$ cat src/inc/fcd_params.svh
`ifndef FCD_PARAMS_SVH
`define FCD_PARAMS_SVH

`define FCD_AW 22
`define FCD_DW 16
`define FCD_A_UNLK1 12'h555
`define FCD_A_UNLK2 12'h2aa
`define FCD_A_ANY 12'h000
`define FCD_A_QUERY 12'h055
`define FCD_D_UNLK1 8'haa
`define FCD_D_UNLK2 8'h55
`define FCD_D_RESET 8'hf0
`define FCD_D_AUTOSEL 8'h90
`define FCD_D_PROG 8'ha0
`define FCD_D_BUFLOAD 8'h25
`define FCD_D_COMMIT 8'h29
`define FCD_D_BYPASS 8'h20
`define FCD_D_BYP_EXIT 8'h00
`define FCD_D_ERASE_SETUP 8'h80
`define FCD_D_CHIP 8'h10
`define FCD_D_SECTOR 8'h30
`define FCD_D_SUSPEND 8'hb0
`define FCD_D_RESUME 8'h30
`define FCD_D_QUERY 8'h98
`define FCD_SECT_LSB 15
`define FCD_PAGE_BITS 4
`define FCD_WC_MAX 5'h0f
`define FCD_CLK_MHZ 250
`define FCD_T_WP_NS 35
`define FCD_T_ACC_NS 90
`define FCD_SYNC_CYC 2
`define FCD_WP_CYC ((`FCD_T_WP_NS * `FCD_CLK_MHZ + 999) / 1000)
`define FCD_ACC_CYC ((`FCD_T_ACC_NS * `FCD_CLK_MHZ + 999) / 1000)
`define FCD_RD_CYC (`FCD_ACC_CYC + `FCD_SYNC_CYC + 1)

`endif

$ cat src/inc/fcd_pkg.sv
package fcd_pkg;

  typedef enum logic [3:0] {
    FCD_READ, FCD_RESET, FCD_AUTOSEL, FCD_PROGRAM, FCD_BUFWR, FCD_BUFABORT,
    FCD_BYP_ENTER, FCD_BYP_PROG, FCD_BYP_EXIT, FCD_CHIP_ERASE,
    FCD_SECT_ERASE, FCD_SUSPEND, FCD_RESUME, FCD_QUERY
  } fcd_cmd_e;

  typedef enum logic [1:0] {
    SEL_CONST, SEL_USER, SEL_SECTOR, SEL_COUNT
  } fcd_sel_e;

  typedef struct packed {
    logic last;
    logic rd;
    fcd_sel_e asel;
    fcd_sel_e dsel;
    logic [11:0] ac;
    logic [7:0] dc;
  } fcd_step_s;

endpackage

$ cat src/core/fcd_bus_cycle.sv
`timescale 1ns/1ps
`include "fcd_params.svh"

module fcd_bus_cycle import fcd_pkg::*; (
  input wire logic i_clk,
  input wire logic i_resetn,
  input wire logic i_start,
  input wire logic i_rd,
  input wire logic [21:0] i_addr,
  input wire logic [15:0] i_wdata,
  input wire logic [15:0] i_dq,
  output logic o_done,
  output logic [15:0] o_rdata,
  output logic o_ce_n,
  output logic o_we_n,
  output logic o_oe_n,
  output logic [21:0] o_addr,
  output logic [15:0] o_dq,
  output logic o_dq_oe_n
);

  typedef enum logic [1:0] {BC_IDLE, BC_SETUP, BC_PULSE, BC_HOLD} fcd_bst_e;

  fcd_bst_e st_q, st_d;
  logic [4:0] cnt_q, cnt_d;
  logic rd_q, rd_d;
  logic done_q, done_d;
  logic [15:0] rdata_q, rdata_d;
  logic ce_n_q, ce_n_d, we_n_q, we_n_d, oe_n_q, oe_n_d;
  logic [21:0] addr_q, addr_d;
  logic [15:0] dq_q, dq_d;
  logic dq_oe_n_q, dq_oe_n_d;
  logic [15:0] sync1_q, sync2_q;

  always_comb begin
    st_d = st_q;
    cnt_d = cnt_q;
    rd_d = rd_q;
    done_d = 1'b0;
    rdata_d = rdata_q;
    ce_n_d = ce_n_q;
    we_n_d = we_n_q;
    oe_n_d = oe_n_q;
    addr_d = addr_q;
    dq_d = dq_q;
    dq_oe_n_d = dq_oe_n_q;
    case (st_q)
      BC_IDLE: begin
        if (i_start) begin
          // Address set before the strobe falls
          addr_d = i_addr;
          dq_d = i_wdata;
          rd_d = i_rd;
          ce_n_d = 1'b0;
          dq_oe_n_d = i_rd;
          st_d = BC_SETUP;
        end
      end
      BC_SETUP: begin
        we_n_d = rd_q;
        oe_n_d = ~rd_q;
        cnt_d = rd_q ? 5'(`FCD_RD_CYC - 1) : 5'(`FCD_WP_CYC - 1);
        st_d = BC_PULSE;
      end
      BC_PULSE: begin
        if (cnt_q == 5'h00) begin
          if (rd_q) begin
            rdata_d = sync2_q;
          end
          // Data still driven as the strobe rises
          we_n_d = 1'b1;
          oe_n_d = 1'b1;
          st_d = BC_HOLD;
        end else begin
          cnt_d = cnt_q - 5'h01;
        end
      end
      default: begin
        ce_n_d = 1'b1;
        dq_oe_n_d = 1'b1;
        done_d = 1'b1;
        st_d = BC_IDLE;
      end
    endcase
  end

  always_ff @(posedge i_clk or negedge i_resetn) begin
    if (!i_resetn) begin
      st_q <= BC_IDLE;
      cnt_q <= 5'h00;
      rd_q <= 1'b0;
      done_q <= 1'b0;
      rdata_q <= 16'h0000;
      ce_n_q <= 1'b1;
      we_n_q <= 1'b1;
      oe_n_q <= 1'b1;
      addr_q <= 22'h000000;
      dq_q <= 16'h0000;
      dq_oe_n_q <= 1'b1;
      sync1_q <= 16'h0000;
      sync2_q <= 16'h0000;
    end else begin
      st_q <= st_d;
      cnt_q <= cnt_d;
      rd_q <= rd_d;
      done_q <= done_d;
      rdata_q <= rdata_d;
      ce_n_q <= ce_n_d;
      we_n_q <= we_n_d;
      oe_n_q <= oe_n_d;
      addr_q <= addr_d;
      dq_q <= dq_d;
      dq_oe_n_q <= dq_oe_n_d;
      sync1_q <= i_dq;
      sync2_q <= sync1_q;
    end
  end

  assign o_done = done_q;
  assign o_rdata = rdata_q;
  assign o_ce_n = ce_n_q;
  assign o_we_n = we_n_q;
  assign o_oe_n = oe_n_q;
  assign o_addr = addr_q;
  assign o_dq = dq_q;
  assign o_dq_oe_n = dq_oe_n_q;

endmodule

$ cat src/core/fcd_host.sv
`timescale 1ns/1ps
`include "fcd_params.svh"

module fcd_host import fcd_pkg::*; (
  input wire logic i_clk,
  input wire logic i_resetn,
  input wire logic i_cmd_valid,
  input fcd_cmd_e i_cmd,
  input wire logic [21:0] i_addr,
  input wire logic [15:0] i_data,
  input wire logic [4:0] i_count,
  output logic o_cmd_ready,
  output logic o_cmd_refused,
  output logic o_done,
  output logic [15:0] o_rd_data,
  output logic o_rd_valid,
  input wire logic i_word_valid,
  input wire logic [21:0] i_word_addr,
  input wire logic [15:0] i_word_data,
  output logic o_word_ready,
  output logic o_bypass,
  output logic o_autosel,
  output logic o_suspended,
  output logic o_ce_n,
  output logic o_we_n,
  output logic o_oe_n,
  output logic [21:0] o_addr,
  output logic [15:0] o_dq,
  output logic o_dq_oe_n,
  input wire logic [15:0] i_dq
);

  ////////////////////////////////////////////////////////////////////////////
  // Command sequence table

  function automatic fcd_step_s step_of(input fcd_cmd_e c,
                                        input logic [2:0] i);
    fcd_step_s s;
    s.last = 1'b0;
    s.rd = 1'b0;
    s.asel = SEL_CONST;
    s.dsel = SEL_CONST;
    s.ac = `FCD_A_ANY;
    s.dc = `FCD_D_RESET;
    // Shared unlock pair, also the second pair of the erase sequences
    if (i == 3'd0 || i == 3'd3) begin
      s.ac = `FCD_A_UNLK1;
      s.dc = `FCD_D_UNLK1;
    end else if (i == 3'd1 || i == 3'd4) begin
      s.ac = `FCD_A_UNLK2;
      s.dc = `FCD_D_UNLK2;
    end
    case (c)
      FCD_READ: begin
        s.rd = 1'b1;
        s.asel = SEL_USER;
        s.last = 1'b1;
      end
      FCD_RESET: begin
        s.ac = `FCD_A_ANY;
        s.dc = `FCD_D_RESET;
        s.last = 1'b1;
      end
      FCD_AUTOSEL: begin
        if (i == 3'd2) begin
          s.ac = `FCD_A_UNLK1;
          s.dc = `FCD_D_AUTOSEL;
        end else if (i == 3'd3) begin
          // Offset picks maker, device, sector or region data
          s.rd = 1'b1;
          s.asel = SEL_USER;
          s.last = 1'b1;
        end
      end
      FCD_PROGRAM: begin
        if (i == 3'd2) begin
          s.ac = `FCD_A_UNLK1;
          s.dc = `FCD_D_PROG;
        end else if (i == 3'd3) begin
          s.asel = SEL_USER;
          s.dsel = SEL_USER;
          s.last = 1'b1;
        end
      end
      FCD_BUFWR: begin
        if (i == 3'd2) begin
          s.asel = SEL_SECTOR;
          s.dc = `FCD_D_BUFLOAD;
        end else if (i == 3'd3) begin
          s.asel = SEL_SECTOR;
          s.dsel = SEL_COUNT;
          s.last = 1'b1;
        end
      end
      FCD_BUFABORT: begin
        if (i == 3'd2) begin
          s.ac = `FCD_A_UNLK1;
          s.dc = `FCD_D_RESET;
          s.last = 1'b1;
        end
      end
      FCD_BYP_ENTER: begin
        if (i == 3'd2) begin
          s.ac = `FCD_A_UNLK1;
          s.dc = `FCD_D_BYPASS;
          s.last = 1'b1;
        end
      end
      FCD_BYP_PROG: begin
        if (i == 3'd0) begin
          s.ac = `FCD_A_ANY;
          s.dc = `FCD_D_PROG;
        end else begin
          s.asel = SEL_USER;
          s.dsel = SEL_USER;
          s.last = 1'b1;
        end
      end
      FCD_BYP_EXIT: begin
        s.ac = `FCD_A_ANY;
        s.dc = (i == 3'd0) ? `FCD_D_AUTOSEL : `FCD_D_BYP_EXIT;
        s.last = (i != 3'd0);
      end
      FCD_CHIP_ERASE, FCD_SECT_ERASE: begin
        if (i == 3'd2) begin
          s.ac = `FCD_A_UNLK1;
          s.dc = `FCD_D_ERASE_SETUP;
        end else if (i == 3'd5) begin
          s.last = 1'b1;
          s.ac = `FCD_A_UNLK1;
          s.dc = `FCD_D_CHIP;
          if (c == FCD_SECT_ERASE) begin
            s.asel = SEL_SECTOR;
            s.dc = `FCD_D_SECTOR;
          end
        end
      end
      FCD_SUSPEND: begin
        s.ac = `FCD_A_ANY;
        s.dc = `FCD_D_SUSPEND;
        s.last = 1'b1;
      end
      FCD_RESUME: begin
        s.ac = `FCD_A_ANY;
        s.dc = `FCD_D_RESUME;
        s.last = 1'b1;
      end
      default: begin
        s.ac = `FCD_A_QUERY;
        s.dc = `FCD_D_QUERY;
        s.last = 1'b1;
      end
    endcase
    return s;
  endfunction

  function automatic logic [21:0] sector_of(input logic [21:0] a);
    sector_of = {a[21:`FCD_SECT_LSB], 15'h0000};
  endfunction

  ////////////////////////////////////////////////////////////////////////////
  // Sequencer

  typedef enum logic [2:0] {
    M_IDLE, M_ISSUE, M_WAIT, M_WORD, M_WWAIT
  } fcd_mst_e;

  fcd_mst_e st_q, st_d;
  fcd_cmd_e cmd_q, cmd_d;
  logic [21:0] addr_q, addr_d;
  logic [15:0] data_q, data_d;
  logic [3:0] count_q, count_d;
  logic [2:0] idx_q, idx_d;
  logic [4:0] left_q, left_d;
  logic [17:0] page_q, page_d;
  logic first_q, first_d, commit_q, commit_d, last_q, last_d;
  logic start_q, start_d, b_rd_q, b_rd_d;
  logic [21:0] b_addr_q, b_addr_d;
  logic [15:0] b_data_q, b_data_d;
  logic ready_q, ready_d, refused_q, refused_d, done_q, done_d;
  logic [15:0] rd_data_q, rd_data_d;
  logic rd_valid_q, rd_valid_d, wready_q, wready_d;
  logic bypass_q, bypass_d, autosel_q, autosel_d;
  logic erase_q, erase_d, susp_q, susp_d;
  logic bus_done;
  logic [15:0] bus_rdata;
  fcd_step_s st;
  logic refuse;

  always_comb begin
    st = step_of(cmd_q, idx_q);
    refuse = 1'b0;
    if (bypass_q) begin
      refuse = !(i_cmd inside {FCD_READ, FCD_BYP_PROG, FCD_BYP_EXIT});
    end else if (i_cmd == FCD_BYP_PROG) begin
      refuse = 1'b1;
    end else if (i_cmd == FCD_BUFWR && i_count > `FCD_WC_MAX) begin
      refuse = 1'b1;
    end else if (i_cmd == FCD_SUSPEND && !erase_q) begin
      refuse = 1'b1;
    end else if (i_cmd == FCD_RESUME && !susp_q) begin
      refuse = 1'b1;
    end else if (i_cmd == FCD_QUERY && erase_q) begin
      refuse = 1'b1;
    end
  end

  always_comb begin
    st_d = st_q;
    cmd_d = cmd_q;
    addr_d = addr_q;
    data_d = data_q;
    count_d = count_q;
    idx_d = idx_q;
    left_d = left_q;
    page_d = page_q;
    first_d = first_q;
    commit_d = commit_q;
    last_d = last_q;
    start_d = 1'b0;
    b_rd_d = b_rd_q;
    b_addr_d = b_addr_q;
    b_data_d = b_data_q;
    ready_d = ready_q;
    refused_d = 1'b0;
    done_d = 1'b0;
    rd_data_d = rd_data_q;
    rd_valid_d = 1'b0;
    wready_d = wready_q;
    bypass_d = bypass_q;
    autosel_d = autosel_q;
    erase_d = erase_q;
    susp_d = susp_q;
    case (st_q)
      M_IDLE: begin
        if (i_cmd_valid && ready_q) begin
          if (refuse) begin
            refused_d = 1'b1;
          end else begin
            cmd_d = i_cmd;
            addr_d = i_addr;
            data_d = i_data;
            count_d = i_count[3:0];
            idx_d = 3'd0;
            commit_d = 1'b0;
            ready_d = 1'b0;
            st_d = M_ISSUE;
          end
        end
      end
      M_ISSUE: begin
        b_rd_d = st.rd;
        last_d = st.last;
        // Upper address and data bits held low on unlock cycles
        b_addr_d = {10'h000, st.ac};
        b_data_d = {8'h00, st.dc};
        if (st.asel == SEL_USER) begin
          b_addr_d = addr_q;
        end else if (st.asel == SEL_SECTOR) begin
          b_addr_d = sector_of(addr_q);
        end
        if (st.dsel == SEL_USER) begin
          b_data_d = data_q;
        end else if (st.dsel == SEL_COUNT) begin
          b_data_d = {12'h000, count_q};
        end
        start_d = 1'b1;
        st_d = M_WAIT;
      end
      M_WAIT: begin
        if (bus_done) begin
          if (b_rd_q) begin
            rd_data_d = bus_rdata;
            rd_valid_d = 1'b1;
          end
          if (!last_q) begin
            idx_d = idx_q + 3'd1;
            st_d = M_ISSUE;
          end else if (cmd_q == FCD_BUFWR && !commit_q) begin
            left_d = {1'b0, count_q} + 5'h01;
            first_d = 1'b1;
            wready_d = 1'b1;
            st_d = M_WORD;
          end else begin
            case (cmd_q)
              FCD_RESET: begin
                autosel_d = 1'b0;
                erase_d = 1'b0;
              end
              FCD_AUTOSEL: autosel_d = 1'b1;
              FCD_BYP_ENTER: bypass_d = 1'b1;
              FCD_BYP_EXIT: bypass_d = 1'b0;
              FCD_SECT_ERASE: erase_d = 1'b1;
              FCD_SUSPEND: begin
                erase_d = 1'b0;
                susp_d = 1'b1;
              end
              FCD_RESUME: begin
                erase_d = 1'b1;
                susp_d = 1'b0;
              end
              default: begin
              end
            endcase
            done_d = 1'b1;
            ready_d = 1'b1;
            st_d = M_IDLE;
          end
        end
      end
      M_WORD: begin
        if (i_word_valid && wready_q) begin
          wready_d = 1'b0;
          if (first_q) begin
            page_d = i_word_addr[21:`FCD_PAGE_BITS];
            b_addr_d = i_word_addr;
          end else begin
            // Later words forced into the first word's page
            b_addr_d = {page_q, i_word_addr[`FCD_PAGE_BITS-1:0]};
          end
          first_d = 1'b0;
          b_data_d = i_word_data;
          b_rd_d = 1'b0;
          left_d = left_q - 5'h01;
          start_d = 1'b1;
          st_d = M_WWAIT;
        end
      end
      default: begin
        if (bus_done) begin
          if (left_q == 5'h00) begin
            b_addr_d = sector_of(addr_q);
            b_data_d = {8'h00, `FCD_D_COMMIT};
            commit_d = 1'b1;
            last_d = 1'b1;
            start_d = 1'b1;
            st_d = M_WAIT;
          end else begin
            wready_d = 1'b1;
            st_d = M_WORD;
          end
        end
      end
    endcase
  end

  always_ff @(posedge i_clk or negedge i_resetn) begin
    if (!i_resetn) begin
      st_q <= M_IDLE;
      cmd_q <= FCD_READ;
      addr_q <= 22'h000000;
      data_q <= 16'h0000;
      count_q <= 4'h0;
      idx_q <= 3'd0;
      left_q <= 5'h00;
      page_q <= 18'h00000;
      first_q <= 1'b0;
      commit_q <= 1'b0;
      last_q <= 1'b0;
      start_q <= 1'b0;
      b_rd_q <= 1'b0;
      b_addr_q <= 22'h000000;
      b_data_q <= 16'h0000;
      ready_q <= 1'b1;
      refused_q <= 1'b0;
      done_q <= 1'b0;
      rd_data_q <= 16'h0000;
      rd_valid_q <= 1'b0;
      wready_q <= 1'b0;
      bypass_q <= 1'b0;
      autosel_q <= 1'b0;
      erase_q <= 1'b0;
      susp_q <= 1'b0;
    end else begin
      st_q <= st_d;
      cmd_q <= cmd_d;
      addr_q <= addr_d;
      data_q <= data_d;
      count_q <= count_d;
      idx_q <= idx_d;
      left_q <= left_d;
      page_q <= page_d;
      first_q <= first_d;
      commit_q <= commit_d;
      last_q <= last_d;
      start_q <= start_d;
      b_rd_q <= b_rd_d;
      b_addr_q <= b_addr_d;
      b_data_q <= b_data_d;
      ready_q <= ready_d;
      refused_q <= refused_d;
      done_q <= done_d;
      rd_data_q <= rd_data_d;
      rd_valid_q <= rd_valid_d;
      wready_q <= wready_d;
      bypass_q <= bypass_d;
      autosel_q <= autosel_d;
      erase_q <= erase_d;
      susp_q <= susp_d;
    end
  end

  fcd_bus_cycle u_bus (
    .i_clk(i_clk),
    .i_resetn(i_resetn),
    .i_start(start_q),
    .i_rd(b_rd_q),
    .i_addr(b_addr_q),
    .i_wdata(b_data_q),
    .i_dq(i_dq),
    .o_done(bus_done),
    .o_rdata(bus_rdata),
    .o_ce_n(o_ce_n),
    .o_we_n(o_we_n),
    .o_oe_n(o_oe_n),
    .o_addr(o_addr),
    .o_dq(o_dq),
    .o_dq_oe_n(o_dq_oe_n)
  );

  assign o_cmd_ready = ready_q;
  assign o_cmd_refused = refused_q;
  assign o_done = done_q;
  assign o_rd_data = rd_data_q;
  assign o_rd_valid = rd_valid_q;
  assign o_word_ready = wready_q;
  assign o_bypass = bypass_q;
  assign o_autosel = autosel_q;
  assign o_suspended = susp_q;

endmodule

$ cat config.mk
export PLATFORM = sky130hd
export DESIGN_NAME = fcd_host
export DESIGN_NICKNAME = d
export VERILOG_FILES = /design/src/inc/fcd_pkg.sv /design/src/core/fcd_bus_cycle.sv /design/src/core/fcd_host.sv
export VERILOG_INCLUDE_DIRS = /design/src /design/src/inc
export SDC_FILE = /design/constraint.sdc
export NUM_CORES = 1
export LEC_CHECK = 0
export BUFFER_PORTS_ARGS = -buffer_cell sky130_fd_sc_hd__buf_2
export CORE_MARGIN = 5
export CORE_UTILIZATION = 40
export CTS_BUF_LIST = sky130_fd_sc_hd__clkbuf_4 sky130_fd_sc_hd__clkbuf_8 sky130_fd_sc_hd__clkbuf_16
export DETAILED_ROUTE_END_ITERATION = 8
export HOLD_SLACK_MARGIN = 0.05
export PLACE_DENSITY = 0.65
export SYNTH_ARGS = -nofsm -noshare
export SYNTH_HDL_FRONTEND = slang
export SYNTH_SLANG_ARGS = --single-unit
$ cat constraint.sdc
create_clock -name i_clk -period 2.39 [get_ports i_clk]
set_input_delay 0 -clock i_clk [delete_from_list [all_inputs] [get_ports i_clk]]
set_output_delay 0 -clock i_clk [all_outputs]
set_load 0.1 [all_outputs]
==> run_results.csv <==
group,metric,value,unit
layout,n_antenna_cell,0,
synth,yosysWarnings,0,
global_routing,grtUsageTotal,0.195,
placement,dp_cells,1453,
worst_setup_path,worstSetupEndpointType,"register",
layout,final_net_count,1365,
clocking,clk_latency,0.55,ns
synth,synth_area,0.0109,sq mm
clocking,cts_buffers,27,
worst_setup_path,crit_type,"reg -> reg",
drt,vias_per_cell,5.36,
worst_setup_path,cp-start-kind,"register",
synth,synth.largest_area_cell,"dfrtp_1",
global_routing,grt-ovfl-total,0,
clocking,cts-root-buf,"clkbuf_16",
synth,ys.flop_type,"dfrtp_1",
worst_setup_path,arrival,2.78,ns
pwr,ir_worst_vdd,1.20,mV
timing,fin_crit_sh,0.959,
timing,rsz0062_at_grt,"true",
clocking,htreeDepth,1,
drt,antenna_left,0,
pwr,power.total,20300,uW
placement,gp_congestion,0.885,
synth,ys_seq_area_frac,0.558,
placement,hpwl,20900,um
synth,async_flop_share,1.00,
run_status,status,"complete, no violations",
timing,hold_violations,0,
drt,detail_route.wirelength,30700,um
floorplanning,coreArea,0.0269,sq mm
drt,drt_first_pass_iters,5,
worst_setup_path,cp.required,2.88,ns
min_path,hold_class,"in -> reg",
global_routing,grt_pass1_wl,48500,um
floorplanning,dieArea,0.0305,sq mm
worst_setup_path,r2r_slack,0.1,ns
floorplanning,rows,60,
clocking,post_cts_buffers,0,
synth,synth_edf_count,0,
synth,syn_area_per_cell,11.7,sq um
timing,whs,0.0939,ns
floorplanning,die_w,175,um
clocking,clkTransAtPathRegs,0.06,ns
layout,layout-drive-gt1-share,0.358,
drt,routedWlPerCell,19.1,um
layout,synthToLayoutAreaGrowth,33.9,%
global_routing,grt_antenna_before_repair,0,
synth,yosysTopAreaCellShare,0.546,
worst_setup_path,cp_max_fo,7,
timing,setup-tns-final,0,ns
floorplanning,start_util,0.404,
placement,place_ws,0.0761,ns
synth,yosys-top-cells-area,"dfrtp_1 55%, mux2_2 14%, o21ai_0 2.6%",
min_path,min_from,"i_dq[12]",
synth,synthesis.nets,1046,
timing,tightest_slew,0.681,ns
job,max_cap_violations,0,
synth,ys_seq_elements,242,
pwr,p_leak,0.00689,uW
global_routing,grt_max_degree,77,
drt,drc,0,
drt,drt_iter0_drc,586,
clocking,cts_sinks,242,
timing,slew_headroom,0.534,
drt,vias,8614,
worst_setup_path,startpoint,"idx_q[1]",
timing,setup_viol,0,
timing,fin_crit,2.29,ns
timing,fmax,436,MHz
global_routing,grt_pass1_vias,8821,
synth,synthCells,927,
timing,setup_slack,0.0974,ns
timing,drv_slew,0,
layout,stdcell_count,1607,
worst_setup_path,r2r_start,"idx_q[1]",
pwr,power_density,1390,mW/mm^2
clocking,cts_buffer_depth,3,
layout,fill_cells,2278,
placement,io_buffers,170,
timing,finClkSkew,0.0228,ns
floorplanning,io_pins,171,
synth,netlist-cell-type-count,81,
clocking,cts_tree,"done",
floorplanning,die_y,175,um
[area by class of cell]
type	instances	area (sq um)	area share
clock inverters	18	265	0.0182
inverters	26	97.6	0.00671
repair buffers	341	2480	0.171
flip-flops and latches	242	6070	0.417
clock buffers	31	718	0.0494
multi-input cells	608	4490	0.309
well taps	341	427	0.0293
[cells in the mapped netlist (all sizes together) (3+ instances only)]
| master | number |
|---|---|
| a211o | 4 |
| and3 | 3 |
| o21a | 3 |
| o22ai | 12 |
| nor4b | 3 |
| nor3b | 4 |
| a221oi | 11 |
| a311oi | 4 |
| nand3 | 14 |
| a21o | 7 |
| a21oi | 49 |
| nand2b | 8 |
| nor4 | 3 |
| o21ai | 63 |
| o22a | 3 |
| nor2b | 12 |
| a31oi | 15 |
| a222oi | 5 |
| nor2 | 72 |
| a211oi | 3 |
| clkbuf | 22 |
| mux2 | 137 |
| a22o | 4 |
| or2 | 3 |
| nor3 | 12 |
| a22oi | 3 |
| o31ai | 4 |
| o221ai | 6 |
| o211ai | 4 |
| dfstp | 5 |
| ha | 14 |
| nand2 | 61 |
| inv | 26 |
| mux2i | 20 |
| a221o | 3 |
| buf | 29 |
| dfrtp | 237 |
| and2 | 4 |
[cell families (layout without fill, tap and decap cells)]
logic type / Yosys count / in the layout / share of synthesized area
muxes: 157 / 157 / 0.160
and+or+nand+nor: 210 / 210 / 0.0962
buffers and inverters: 77 / 416 / 0.0315
adders and majority gates: 14 / 14 / 0.0161
DFF: 242 / 242 / 0.558
xor gates and xnor gates: 4 / 4 / 0.00323
AOI/OAI and AO/OA: 223 / 223 / 0.134
[power breakdown]
| group | switching (uW) | internal (uW) | leakage, uW |
|---|---|---|---|
| clock network | 1720 | 2820 | 0.000491 |
| registers | 966 | 5430 | 0.00306 |
| logic | 6120 | 3190 | 0.00334 |
| total | 8810 | 11400 | 0.00689 |
[flip-flops by register name, indices dropped and copies added (netlist names), 2 cells and up]
signal	flops
u_bus.cnt_q	5
page_q	18
u_bus.sync1_q	16
b_addr_q	22
u_bus.st_q	2
data_q	16
left_q	5
st_q	3
idx_q	3
u_bus.o_dq	16
b_data_q	16
cmd_q	4
u_bus.o_rdata	16
u_bus.sync2_q	16
u_bus.o_addr	22
addr_q	22
count_q	4
o_rd_data	16
[worst paths after layout]
| check | cells after the start | to |
|---|---|---|
| worst max-delay path | 9 | b_addr_q[3] |
| worst min-delay path | 2 | u_bus.sync1_q[12] |
| worst max register to register | 9 | b_addr_q[3] |
| worst min register to register | 0 | u_bus.sync2_q[4] |
| max in group asynchronous | 4 | data_q[10] |
| min in group asynchronous | 3 | u_bus.cnt_q[4] |
[cells in the final DEF (no fill, tap or decap), types with 5 or more instances in the layout]
master / n
buf_4: 60
dlygate4sd3_1: 105
clkinv_2: 8
a21oi_1: 49
o221ai_1: 6
inv_1: 25
a31oi_1: 15
bufinv_16: 6
nand2_1: 58
mux2_2: 134
nor2_1: 69
dfrtp_1: 234
a21o_1: 7
nor3_1: 10
buf_2: 169
ha_1: 14
a222oi_1: 5
buf_12: 6
nand3_1: 14
dfstp_2: 5
clkbuf_16: 27
nor2b_1: 12
nand2b_1: 8
mux2i_1: 20
o22ai_1: 12
o21ai_1: 7
a221oi_1: 11
o21ai_0: 56
[worst max-delay path, stage by stage (launching register included)]
cell	delay [ns]
dfrtp_2	0.44
inv_1	0.09
ha_1	0.26
or3b_1	0.42
a21o_1	0.25
a311oi_1	0.26
a31oi_1	0.11
nor2_1	0.13
buf_4	0.15
o22a_1	0.14
[per-stage QoR]
step                 util  instance area, sq um
detailed placement  0.464                 12500
CTS                 0.540                 14500
global route        0.541                 14500
global placement    0.464                 12500
finish              0.541                 14500
floorplan               -                 10900
[what timing repair did]
| item | 4_1_cts | 5_1_grt |
|---|---|---|
| endpoints found under the setup margin | 0 | 9 |
| hold buffers | 105 | 0 |
| endpoints found under the hold margin | 362 | 0 |
| resized for setup | 0 | 7 |
[per-layer routing]
layer | up-vias | wire [um] | global-route usage
met2 | 274 | 14700 | 0.329
met3 | 51 | 1810 | 0.0363
met1 | 4271 | 13500 | 0.264
met4 | 0 | 624 | 0.0452
met5 | - | 0 | 0
li1 | 4018 | - | -
Note: power is estimated with default switching activity, not from simulation.
